`src/shared/hbsr_pkg.sv`:
```
`default_nettype none
package hbsr_pkg;
	// Serial frame layout: bit 0 travels first, the address byte is the low half
	localparam int FRAME_BITS = 16;
	localparam int ADDR_BITS = 8;
	localparam int OP_BIT = 7;
	localparam int FLAG_BIT = 1;
	localparam int ONE_BIT = 0;
	localparam int SEL_HI = 6;
	localparam int SEL_LO = 2;

	// Register select patterns, A6 down to A2
	localparam logic [4:0] SEL_EN_LO = 5'h00;
	localparam logic [4:0] SEL_EN_HI = 5'h10;
	localparam logic [4:0] SEL_ROUTE_LO = 5'h18;
	localparam logic [4:0] SEL_ROUTE_HI = 5'h04;
	localparam logic [4:0] SEL_RATE = 5'h0c;
	localparam logic [4:0] SEL_DUTY1 = 5'h1c;
	localparam logic [4:0] SEL_DUTY2 = 5'h02;
	localparam logic [4:0] SEL_DUTY3 = 5'h12;
	localparam logic [4:0] SEL_IDENT = 5'h19;
	localparam logic [4:0] SEL_OVP_FAST = 5'h03;
	localparam logic [4:0] SEL_RSVD_A = 5'h13;
	localparam logic [4:0] SEL_OL_DT_SR = 5'h07;
	localparam logic [4:0] SEL_RSVD_B = 5'h17;
	localparam logic [4:0] SEL_GLOBAL = 5'h06;
	localparam logic [4:0] SEL_OC_LO = 5'h16;
	localparam logic [4:0] SEL_OC_HI = 5'h0e;
	localparam logic [4:0] SEL_OL_LO = 5'h01;
	localparam logic [4:0] SEL_OL_HI = 5'h11;

	// Storage slots of the control and status banks
	localparam int CTL_COUNT = 12;
	localparam int STA_COUNT = 5;
	localparam logic [3:0] CTL_NONE = 4'hf;
	localparam logic [2:0] STA_NONE = 3'h7;
	localparam logic [3:0] CI_EN_LO = 4'h0;
	localparam logic [3:0] CI_EN_HI = 4'h1;
	localparam logic [3:0] CI_ROUTE_LO = 4'h2;
	localparam logic [3:0] CI_ROUTE_HI = 4'h3;
	localparam logic [3:0] CI_RATE = 4'h4;
	localparam logic [3:0] CI_DUTY1 = 4'h5;
	localparam logic [3:0] CI_DUTY2 = 4'h6;
	localparam logic [3:0] CI_DUTY3 = 4'h7;
	localparam logic [3:0] CI_OVP_FAST = 4'h8;
	localparam logic [3:0] CI_RSVD_A = 4'h9;
	localparam logic [3:0] CI_OL_DT_SR = 4'ha;
	localparam logic [3:0] CI_RSVD_B = 4'hb;
	localparam logic [2:0] SI_GLOBAL = 3'h0;
	localparam logic [2:0] SI_OC_LO = 3'h1;
	localparam logic [2:0] SI_OC_HI = 3'h2;
	localparam logic [2:0] SI_OL_LO = 3'h3;
	localparam logic [2:0] SI_OL_HI = 3'h4;

	// Writable bits per control slot; reserved bits stay zero
	localparam logic [7:0] MASK_FULL = 8'hff;
	localparam logic [7:0] MASK_OVP_FAST = 8'hf0;
	localparam logic [7:0] MASK_OL_DT_SR = 8'h37;
	localparam logic [7:0] MASK_NONE = 8'h00;

	// Global status bit positions
	localparam int GS_FRAME_ERR = 7;
	localparam int GS_EVENT_LO = 1;

	localparam logic [7:0] CTL_RESET = 8'h00;
	localparam logic [7:0] GLOBAL_RESET = 8'h08;
	localparam logic [7:0] STA_RESET = 8'h00;

	// Host register map, APB byte addresses
	localparam logic [7:0] HOST_CMD = 8'h00;
	localparam logic [7:0] HOST_STAT = 8'h04;
	localparam logic [7:0] HOST_RESP = 8'h08;

	// Link timing
	localparam int CLK_PERIOD_NS = 100;
	localparam int SCK_PERIOD_NS = 800;
	localparam int SCK_HALF_CYC = SCK_PERIOD_NS / (2 * CLK_PERIOD_NS);

	function automatic logic [3:0] hbsr_ctl_index(input logic [4:0] sel);
		unique case (sel)
			SEL_EN_LO: return CI_EN_LO;
			SEL_EN_HI: return CI_EN_HI;
			SEL_ROUTE_LO: return CI_ROUTE_LO;
			SEL_ROUTE_HI: return CI_ROUTE_HI;
			SEL_RATE: return CI_RATE;
			SEL_DUTY1: return CI_DUTY1;
			SEL_DUTY2: return CI_DUTY2;
			SEL_DUTY3: return CI_DUTY3;
			SEL_OVP_FAST: return CI_OVP_FAST;
			SEL_RSVD_A: return CI_RSVD_A;
			SEL_OL_DT_SR: return CI_OL_DT_SR;
			SEL_RSVD_B: return CI_RSVD_B;
			default: return CTL_NONE;
		endcase
	endfunction : hbsr_ctl_index

	function automatic logic [2:0] hbsr_sta_index(input logic [4:0] sel);
		unique case (sel)
			SEL_GLOBAL: return SI_GLOBAL;
			SEL_OC_LO: return SI_OC_LO;
			SEL_OC_HI: return SI_OC_HI;
			SEL_OL_LO: return SI_OL_LO;
			SEL_OL_HI: return SI_OL_HI;
			default: return STA_NONE;
		endcase
	endfunction : hbsr_sta_index

	function automatic logic [7:0] hbsr_ctl_mask(input logic [3:0] idx);
		unique case (idx)
			CI_OVP_FAST: return MASK_OVP_FAST;
			CI_OL_DT_SR: return MASK_OL_DT_SR;
			CI_RSVD_A, CI_RSVD_B, CTL_NONE: return MASK_NONE;
			default: return MASK_FULL;
		endcase
	endfunction : hbsr_ctl_mask
endpackage : hbsr_pkg
`default_nettype wire

```
`src/shared/hbsr_if.sv`:
```
`timescale 1ns/10ps
`default_nettype none
interface hbsr_if;
	logic sck;
	logic csn;
	logic mosi;
	logic miso;
	modport dev (input sck, input csn, input mosi, output miso);
	modport host (output sck, output csn, output mosi, input miso);
endinterface : hbsr_if
`default_nettype wire

```
`src/hw/hbsr_device.sv`:
```
// How it works
// - Control access bit 0 reads, 1 writes.
// - Status access bit 1 clears, 0 reads.
// - Address byte: access, select, flag, one.
// - Data byte in frame bits 15..8.
// - Two switch-enable registers, pairs high first.
// - Two route registers, two bits per bridge.
// - Rate register: modulation plus three channels.
// - Three full-byte duty registers.
// - Read-only identification nibble, upper bits zero.
// - Overvoltage option and fast-rate selects.
// - Openload disable, deadtime and slew fields.
// - Two reserved slots still decoded.
// - Global status flags layout.
// - Overcurrent flags per switch.
// - Openload flags per switch.
// - Route code selects PWM source; the device only drives the route field out on bridge_route_field_out.
// - Both enables set turns bridge off.
// - Control registers reset to zero.
//
// The register addresses and register access over APB were chosen for this implementation.
`timescale 1ns/10ps
`default_nettype none
module hbsr_device #(
	// Arbitrary identification value
	parameter logic [3:0] PART_IDENT = 4'h5
) (
	input wire logic clk_in,
	input wire logic rst_in,
	hbsr_if.dev link,
	input wire logic [5:0] global_event_in,
	input wire logic [15:0] overcurrent_event_in,
	input wire logic [15:0] openload_event_in,
	output logic [7:0] high_side_on_out,
	output logic [7:0] low_side_on_out,
	output logic [15:0] bridge_route_field_out,
	output logic [7:0] channel_rate_register_out,
	output logic [7:0] duty_byte_one_out,
	output logic [7:0] duty_byte_two_out,
	output logic [7:0] duty_byte_three_out,
	output logic [7:0] overvoltage_fast_rate_out,
	output logic [7:0] openload_deadtime_slew_out,
	output logic [7:0] global_diagnosis_out
);
	typedef struct packed {
		logic [2:0] sck_p;
		logic [2:0] cs_p;
		logic [1:0] mo_p;
		logic [4:0] cnt;
		logic [15:0] rx;
		logic [7:0] tx;
		logic [hbsr_pkg::CTL_COUNT-1:0][7:0] ctl;
		logic [hbsr_pkg::STA_COUNT-1:0][7:0] sta;
	} hbsr_dev_state_t;

	hbsr_dev_state_t st_ff;
	hbsr_dev_state_t nxt_st;

	logic sck_rise;
	logic sck_fall;
	logic cs_fall;
	logic cs_rise;
	logic cs_active;
	logic [7:0] rd_byte;
	logic [hbsr_pkg::STA_COUNT-1:0][7:0] sta_set;
	logic [hbsr_pkg::STA_COUNT-1:0] sta_clr;
	logic frame_err;
	logic [15:0] enables;

	// Edges come from the second and third stages; the first stage is left alone
	assign sck_rise = st_ff.sck_p[1] & ~st_ff.sck_p[2];
	assign sck_fall = ~st_ff.sck_p[1] & st_ff.sck_p[2];
	assign cs_fall = ~st_ff.cs_p[1] & st_ff.cs_p[2];
	assign cs_rise = st_ff.cs_p[1] & ~st_ff.cs_p[2];
	assign cs_active = ~st_ff.cs_p[1];

	// Read mux on the address byte held after the eighth bit
	always_comb begin
		logic [3:0] ci;
		logic [2:0] si;
		logic [4:0] sel;
		// A6..A2 sit one byte up while only the address byte is in
		sel = st_ff.rx[hbsr_pkg::SEL_HI + hbsr_pkg::ADDR_BITS:
			hbsr_pkg::SEL_LO + hbsr_pkg::ADDR_BITS];
		ci = hbsr_pkg::hbsr_ctl_index(sel);
		si = hbsr_pkg::hbsr_sta_index(sel);
		rd_byte = 8'h00;
		if (st_ff.rx[8]) begin
			if (ci != hbsr_pkg::CTL_NONE) begin
				rd_byte = st_ff.ctl[ci] & hbsr_pkg::hbsr_ctl_mask(ci);
			end else if (sel == hbsr_pkg::SEL_IDENT) begin
				rd_byte = {4'h0, PART_IDENT};
			end else if (si != hbsr_pkg::STA_NONE) begin
				rd_byte = st_ff.sta[si];
			end
		end
	end

	always_comb begin
		logic [3:0] wci;
		logic [2:0] wsi;
		nxt_st = st_ff;
		sta_clr = '0;
		frame_err = 1'b0;
		wci = hbsr_pkg::hbsr_ctl_index(st_ff.rx[hbsr_pkg::SEL_HI:hbsr_pkg::SEL_LO]);
		wsi = hbsr_pkg::hbsr_sta_index(st_ff.rx[hbsr_pkg::SEL_HI:hbsr_pkg::SEL_LO]);
		nxt_st.sck_p = {st_ff.sck_p[1:0], link.sck};
		nxt_st.cs_p = {st_ff.cs_p[1:0], link.csn};
		nxt_st.mo_p = {st_ff.mo_p[0], link.mosi};
		if (cs_fall) begin
			nxt_st.cnt = 5'h00;
			// Global status answers during the address byte
			nxt_st.tx = st_ff.sta[hbsr_pkg::SI_GLOBAL];
		end else if (cs_active) begin
			if (sck_rise) begin
				// Bit 0 first, data lands high
				nxt_st.rx = {st_ff.mo_p[1], st_ff.rx[15:1]};
				if (st_ff.cnt != 5'h1f) begin
					nxt_st.cnt = st_ff.cnt + 5'h01;
				end
			end
			if (sck_fall) begin
				if (st_ff.cnt == 5'(hbsr_pkg::ADDR_BITS)) begin
					nxt_st.tx = rd_byte;
				end else begin
					nxt_st.tx = {1'b0, st_ff.tx[7:1]};
				end
			end
		end
		if (cs_rise) begin
			if (st_ff.cnt != 5'(hbsr_pkg::FRAME_BITS)) begin
				// Short or long frames change nothing and raise the frame error
				frame_err = 1'b1;
			end else if (st_ff.rx[hbsr_pkg::ONE_BIT] && st_ff.rx[hbsr_pkg::OP_BIT]) begin
				if (wci != hbsr_pkg::CTL_NONE) begin
					nxt_st.ctl[wci] = st_ff.rx[15:8] & hbsr_pkg::hbsr_ctl_mask(wci);
				end
				if (wsi != hbsr_pkg::STA_NONE) begin
					sta_clr[wsi] = 1'b1;
				end
			end
		end
		sta_set[hbsr_pkg::SI_GLOBAL] = {frame_err, global_event_in, 1'b0};
		sta_set[hbsr_pkg::SI_OC_LO] = overcurrent_event_in[7:0];
		sta_set[hbsr_pkg::SI_OC_HI] = overcurrent_event_in[15:8];
		sta_set[hbsr_pkg::SI_OL_LO] = openload_event_in[7:0];
		sta_set[hbsr_pkg::SI_OL_HI] = openload_event_in[15:8];
		for (int k = 0; k < hbsr_pkg::STA_COUNT; k++) begin
			nxt_st.sta[k] = (sta_clr[k] ? 8'h00 : st_ff.sta[k]) | sta_set[k];
		end
	end

	always_ff @(posedge clk_in) begin
		if (rst_in) begin
			st_ff.sck_p <= 3'h0;
			st_ff.cs_p <= 3'h7;
			st_ff.mo_p <= 2'h0;
			st_ff.cnt <= 5'h00;
			st_ff.rx <= 16'h0000;
			st_ff.tx <= 8'h00;
			st_ff.ctl <= {hbsr_pkg::CTL_COUNT{hbsr_pkg::CTL_RESET}};
			st_ff.sta <= {{(hbsr_pkg::STA_COUNT-1){hbsr_pkg::STA_RESET}}, hbsr_pkg::GLOBAL_RESET};
		end else begin
			st_ff <= nxt_st;
		end
	end

	assign link.miso = st_ff.tx[0];

	assign enables = {st_ff.ctl[hbsr_pkg::CI_EN_HI], st_ff.ctl[hbsr_pkg::CI_EN_LO]};
	for (genvar b = 0; b < 8; b++) begin : g_bridge
		assign high_side_on_out[b] = enables[2*b+1] & ~enables[2*b];
		assign low_side_on_out[b] = enables[2*b] & ~enables[2*b+1];
	end

	assign bridge_route_field_out = {st_ff.ctl[hbsr_pkg::CI_ROUTE_HI], st_ff.ctl[hbsr_pkg::CI_ROUTE_LO]};
	assign channel_rate_register_out = st_ff.ctl[hbsr_pkg::CI_RATE];
	assign duty_byte_one_out = st_ff.ctl[hbsr_pkg::CI_DUTY1];
	assign duty_byte_two_out = st_ff.ctl[hbsr_pkg::CI_DUTY2];
	assign duty_byte_three_out = st_ff.ctl[hbsr_pkg::CI_DUTY3];
	assign overvoltage_fast_rate_out = st_ff.ctl[hbsr_pkg::CI_OVP_FAST];
	assign openload_deadtime_slew_out = st_ff.ctl[hbsr_pkg::CI_OL_DT_SR];
	assign global_diagnosis_out = st_ff.sta[hbsr_pkg::SI_GLOBAL];
endmodule : hbsr_device
`default_nettype wire

```
`src/flat_wrapper.sv`:
```
// flat-port wrapper written by rule: the top's interface ports become plain ports
module hbsr_device_flat 
#(
	                                 
	parameter logic [3:0] PART_IDENT = 4'h5
)
  (clk_in, rst_in, global_event_in, overcurrent_event_in, openload_event_in, high_side_on_out, low_side_on_out, bridge_route_field_out, channel_rate_register_out, duty_byte_one_out, duty_byte_two_out, duty_byte_three_out, overvoltage_fast_rate_out, openload_deadtime_slew_out, global_diagnosis_out, link_sck, link_csn, link_mosi, link_miso);
  hbsr_if link_i ();
  input wire logic clk_in;
  input wire logic rst_in;
  input wire logic [5:0] global_event_in;
  input wire logic [15:0] overcurrent_event_in;
  input wire logic [15:0] openload_event_in;
  output logic [7:0] high_side_on_out;
  output logic [7:0] low_side_on_out;
  output logic [15:0] bridge_route_field_out;
  output logic [7:0] channel_rate_register_out;
  output logic [7:0] duty_byte_one_out;
  output logic [7:0] duty_byte_two_out;
  output logic [7:0] duty_byte_three_out;
  output logic [7:0] overvoltage_fast_rate_out;
  output logic [7:0] openload_deadtime_slew_out;
  output logic [7:0] global_diagnosis_out;
  input wire logic [$bits(link_i.sck)-1:0] link_sck;
  input wire logic [$bits(link_i.csn)-1:0] link_csn;
  input wire logic [$bits(link_i.mosi)-1:0] link_mosi;
  output wire logic [$bits(link_i.miso)-1:0] link_miso;
  assign link_i.sck = link_sck;
  assign link_i.csn = link_csn;
  assign link_i.mosi = link_mosi;
  assign link_miso = link_i.miso;
  hbsr_device #(.PART_IDENT(PART_IDENT)) u_core (.clk_in(clk_in), .rst_in(rst_in), .link(link_i), .global_event_in(global_event_in), .overcurrent_event_in(overcurrent_event_in), .openload_event_in(openload_event_in), .high_side_on_out(high_side_on_out), .low_side_on_out(low_side_on_out), .bridge_route_field_out(bridge_route_field_out), .channel_rate_register_out(channel_rate_register_out), .duty_byte_one_out(duty_byte_one_out), .duty_byte_two_out(duty_byte_two_out), .duty_byte_three_out(duty_byte_three_out), .overvoltage_fast_rate_out(overvoltage_fast_rate_out), .openload_deadtime_slew_out(openload_deadtime_slew_out), .global_diagnosis_out(global_diagnosis_out));
endmodule
```
`config.mk`:
```
export PLATFORM = sky130hd
export DESIGN_NAME = hbsr_device_flat
export DESIGN_NICKNAME = d
export VERILOG_FILES = /design/src/shared/hbsr_pkg.sv /design/src/shared/hbsr_if.sv /design/src/hw/hbsr_device.sv /design/src/flat_wrapper.sv
export SDC_FILE = /design/constraint.sdc
export NUM_CORES = 1
export LEC_CHECK = 0
export BUFFER_PORTS_ARGS = -buffer_cell sky130_fd_sc_hd__buf_2
export CAP_MARGIN = 40
export CORE_MARGIN = 3
export CORE_UTILIZATION = 56
export CTS_CLUSTER_SIZE = 25
export DETAILED_ROUTE_END_ITERATION = 10
export GPL_TIMING_DRIVEN = 0
export PLACE_DENSITY = 0.79
export SYNTH_ARGS = -nofsm -noshare
export SYNTH_HDL_FRONTEND = slang
export SYNTH_SLANG_ARGS = --single-unit
```
`constraint.sdc`:
```
create_clock -name clk_in -period 4.9 [get_ports clk_in]
set_input_delay 0.49 -clock clk_in [delete_from_list [all_inputs] [get_ports clk_in]]
set_output_delay 0.49 -clock clk_in [all_outputs]
set_load 0.01 [all_outputs]
```
Word level (Yosys, flattened, before mapping)

Memories as Yosys holds them, arrays and structs flattened. A register that Yosys moved wholly into a read port is not among the register bits.
Cells that the tools add are included.

Add/sub/neg operators: 1
Multiply operators: 0
Div/mod/pow operators: 0
Order comparisons: 6
Equal/unequal tests: 29
Shifts and indexed selects: 0
Mux-type cells: 42
Bitwise operators: 49
Reduce and logical (&&, ||, !) cells: 11

Operators with widths:

| kind               | number |
|---|---|
| $mux 8             | 22 |
| $bwmux 96          | 1 |
| $pmux 8 s3         | 2 |
| $eq 4x4->1 const B | 10 |
| $mux 5             | 8 |
| $or 8x8->8         | 5 |
| $bmux 8 s4         | 1 |
| $demux 8 s4        | 1 |
| $pmux 3 s5         | 2 |
| $eq 5x5->1 const B | 5 |
| $bmux 8 s3         | 1 |
| $not 1->1          | 22 |
| $and 1x1->1        | 20 |
| $and 8x8->8        | 2 |
| $eq 5x4->1 const B | 3 |
| $eq 5x1->1 const B | 2 |
| $eq 5x3->1 const B | 2 |
| $lt 4x5->1 const B | 2 |
| $ne 5x5->1 const B | 2 |
| $lt 3x4->1 const B | 2 |
| $ne 4x4->1 const B | 2 |
| $ne 3x3->1 const B | 2 |
| $reduce_and 3->1   | 2 |
| $reduce_or 3->1    | 2 |
| 11 further kinds   | 15 |

Flip-flop bits (word level): 173
Latch bits: 0
RAM bits: 0
ROM bits: 256
Bits of input ports: 43
Output and inout port bits: 89
Logic and storage cells: 163
Memories: 2

Memories:

| memory          | words | width | read ports | clocked after Yosys merged registers in | wr ports | line           | text |
|---|---|---|---|---|---|---|---|
| (no name shown) | 32    | 4     | 1          | 1                                       | 0        | hbsr_pkg.sv:80 | `unique case (sel)` |
| (no name shown) | 32    | 4     | 1          | 1                                       | 0        | hbsr_pkg.sv:80 |  |

Logic depth before layout (Yosys ltp)

Depth in word-level cells: 12
Depth in mapped cells: 11
Gate-level depth less buffers: 8

Worst setup path after synthesis

Ideal clock, no wire load.

Kind: flip-flop to flip-flop
Start: register u_core.st_ff[169] in the netlist's numbering
End: register with a tool-made name
Setup time: 136 ps
Arrival: 2097 ps
Required time: 4764 ps
Setup slack: 2667 ps
Stages on the path, launching flop included: 11
Path buffers: 3
Clock period less this slack: 2233 ps
Path through: dfxtp_1 -> buf_6 -> nor4b_2 -> buf_2 -> buf_2 -> nand2_1 -> a21oi_1 -> inv_1 -> ha_1 -> nor3_1 -> a31oi_1

RTL lines:

| item                     | line               | text |
|---|---|---|
| start: declaration       | hbsr_device.sv:56  | `hbsr_dev_state_t st_ff;` |
| start signal: assignment | hbsr_device.sv:164 | `st_ff <= nxt_st;` |

==> results.cfg <==
[status]
status = finished, final reports clean

[global_route]
grt_usage_pct = 30.7
first_global_vias = 7211
grt_overflow = 0
grt_pass1_wl_um = 39300
antenna_found_initial = 0
grt_max_degree = 17

[synth]
netlist_area_um2 = 8370
yosysMostFrequentCell = dfxtp_1
synth_edf_count = 0
synth_cell_types = 77
syn_inst = 994
yosysWarningCount = 0
synth-seq-cells = 164
synthTopCellsByArea = dfxtp_1 39%, a21oi_1 7.4%, buf_4 6.6%
synth_area_leader_cell = dfxtp_1
synth-seq-area-share_pct = 39.2
synth_fp_nets = 1044
yosysTopAreaCellShare_pct = 39.2
ys_top_cells_by_count = 164 x dfxtp_1, 148 x nand2_1, 123 x a21oi_1
ys.flop_type = dfxtp_1
ys_async_sr_fraction_pct = 0
postSynthAreaPerCell_um2 = 8.42

[pwr]
pwr-share-seq_pct = 47.5
p_comb_share_pct = 3.7
leakage_nw = 4.00
powerDensity_nw_per_um2 = 294
switching_share_pct = 23.6
p_clk_share_pct = 48.8
p_int_w = 0.00222
power.net_switching_w = 0.000685
peakVddDrop_mv = 0.240

[setup_path]
cp_num_buf_inv = 4
crit_path_end_kind = flip-flop
crit_type = reg -> reg
slowest_delay_ns = 0.68
cp_slowest_cell = nor4b_2
path_cells = buf_6 > nor4b_2 > buf_2 > buf_2 > nand2_1 > a21oi_1 > inv_1 > ha_1 > mux2i_1 > o21ai_0
cp.required_ns = 5.20
cp_max_fo = 10
critical_path_arrival_ns = 3.23
critPathTopFamily = buffers and inverters
cpMostUsedCell = buf_2
start_kind = flip-flop

[clock_tree]
cts_resized = 0
htreeDepth = 4
clk_latency_ns = 0.44
clk_path_buf_depth = 2
clockRootBuffer = clkbuf_16
cts-hold-fix-buffers = 0
cts_sinks = 164
cts_tree = built
cts_setup_buffers = 0
numCtsBuffers = 17
path_clk_slew_ns = 0.07

[die]
die_area_um2 = 16400
start_util_pct = 57.3
die_y_um = 128
core_um2 = 14600
num_rows = 44
die_w_um = 128
ios = 132

[timing]
clock_skew_ns = 0.00855
hold_viol_final = 0
rsz0062_at_grt = false
min_period_over_period_pct = 59.9
slew_viol_final = 0
setup_viol = 0
final.setup.worst_slack_ns = 1.97
worst_pin_slew_ns = 0.964
maxSlewHeadroom_pct = 35.2
min_period_ns = 2.93
fmax_mhz = 341
fin_tns_setup_ns = 0

[final_layout]
syn_to_final_growth_pct = 18.0
finalCoreUtilization_pct = 67.7
stdcell_count = 1341
multi_input_area_um2 = 4170
seqCellArea_um2 = 3280
fill_cells = 1212
drive_gt1_share_pct = 26.2
fin_nets = 1194
n_antenna_cell = 0
fin_area_um2 = 9870

[route]
vias_per_cell = 5.94
wl_um = 25200
dr.pass1.iters = 7
met1Wirelength_um = 10900
wl_met3_um = 2650
wl_per_cell_um = 18.8
wl_met2_um = 11000
dr.max_layer_used = met4
drc_errors = 0
vias = 7970
drtIter0Drc = 920
ant_nets = 0

[placed_design]
dpl.cell_count = 1309
io_buffer_count = 129
place.detailed.hpwl_um = 18400
place_congestion = 0.967
preCtsSetupSlack_ns = 2.10
place_area_um2 = 9250

[min_path]
hold_path_class = in -> reg

[run]
cap_viol_max_count = 0
-- final cells by class --
class	count	area share, %
Timing Repair Buffer	131	6.65
Clock inverter	15	1.98
Sequential cell	164	33.3
Multi-Input combinational cell	671	42.2
Buffer	139	8.48
Tap cell	184	2.33
Clock buffer	17	4.31
Inverter	20	0.760
-- sequential cells by signal (all words and copies together), names as in the netlist, named ones only --
name                               count
u_core.duty_byte_three_out             8
u_core.global_diagnosis_out            7
u_core.openload_deadtime_slew_out      8
u_core.duty_byte_two_out               8
u_core.nxt_st                          5
u_core.enables                        16
u_core.duty_byte_one_out               8
u_core.channel_rate_register_out       8
u_core.st_ff                          63
u_core.link.miso                       1
u_core.overvoltage_fast_rate_out       8
u_core.bridge_route_field_out         16
-- layout by cell type (no fill, tap or decap), types with 4 or more instances in the layout --
cell	netlist	routed
a21oi_1	123	123
a221oi_1	4	4
a22oi_1	6	6
a31oi_1	8	8
and2_1	7	7
buf_1	4	5
buf_2	12	141
buf_4	74	75
clkbuf_1	46	46
clkbuf_16	0	17
clkinv_4	0	4
dfxtp_1	164	164
ha_1	7	7
inv_1	19	19
inv_6	0	4
mux2_2	13	13
mux2i_1	40	40
mux4_2	13	13
nand2_1	148	148
nand2b_1	7	7
nand3_1	16	16
nand4_1	6	6
nor2_1	98	98
nor2b_1	31	31
nor3_1	7	7
nor3b_1	8	8
nor4_1	6	6
o211ai_1	4	4
o21ai_0	23	23
o22ai_1	10	10
or2_2	5	5
-- path summary, 6_finish.rpt --
| path | startpoint | endpoint | slack [ns] | cells after the start |
|---|---|---|---|---|
| max | u_core.st_ff[169] | flip-flop | 1.97 | 10 |
| min | link_csn | u_core.nxt_st[168] | 0.23 | 2 |
| max reg2reg | u_core.st_ff[169] | flip-flop | 1.97 | 10 |
| min reg2reg | u_core.nxt_st[168] | u_core.nxt_st[169] | 0.41 | 1 |
-- through the flow --
step	hold WS, ns	power (W)
3_3_place_gp	0.395	0.00151
4_1_cts	0.230	0.00291
6_report	0.234	0.00291
2_1_floorplan	0.389	0.00147
3_5_place_dp	0.398	0.00152
5_1_grt	0.231	0.00298
-- cells by family after synthesis --
kind of cell,synth area share [%]
simple gates,23.1
compound gates,15.0
flops,39.2
buf+inv,10.9
mux,10.0
fa+ha+maj,1.05
xor+xnor,0.628
other cells,0.0448
-- metal layers --
layer / up-vias / track usage [%]
met4: 0 / 11.4
met3: 61 / 7.08
met1: 3781 / 44.5
li1: 3679 / -
met2: 449 / 44.5
met5: - / 0
-- power by group through the flow --
stage	sequential [W]	clock (W)	combinational [W]
floorplan	0.00140	0	0.0000667
global placement	0.00141	0	0.000105
detailed placement	0.00141	0	0.000107
CTS	0.00138	0.00142	0.000107
global route	0.00138	0.00148	0.000120
finish	0.00138	0.00142	0.000109
Note: power is estimated with default switching activity, not from simulation.
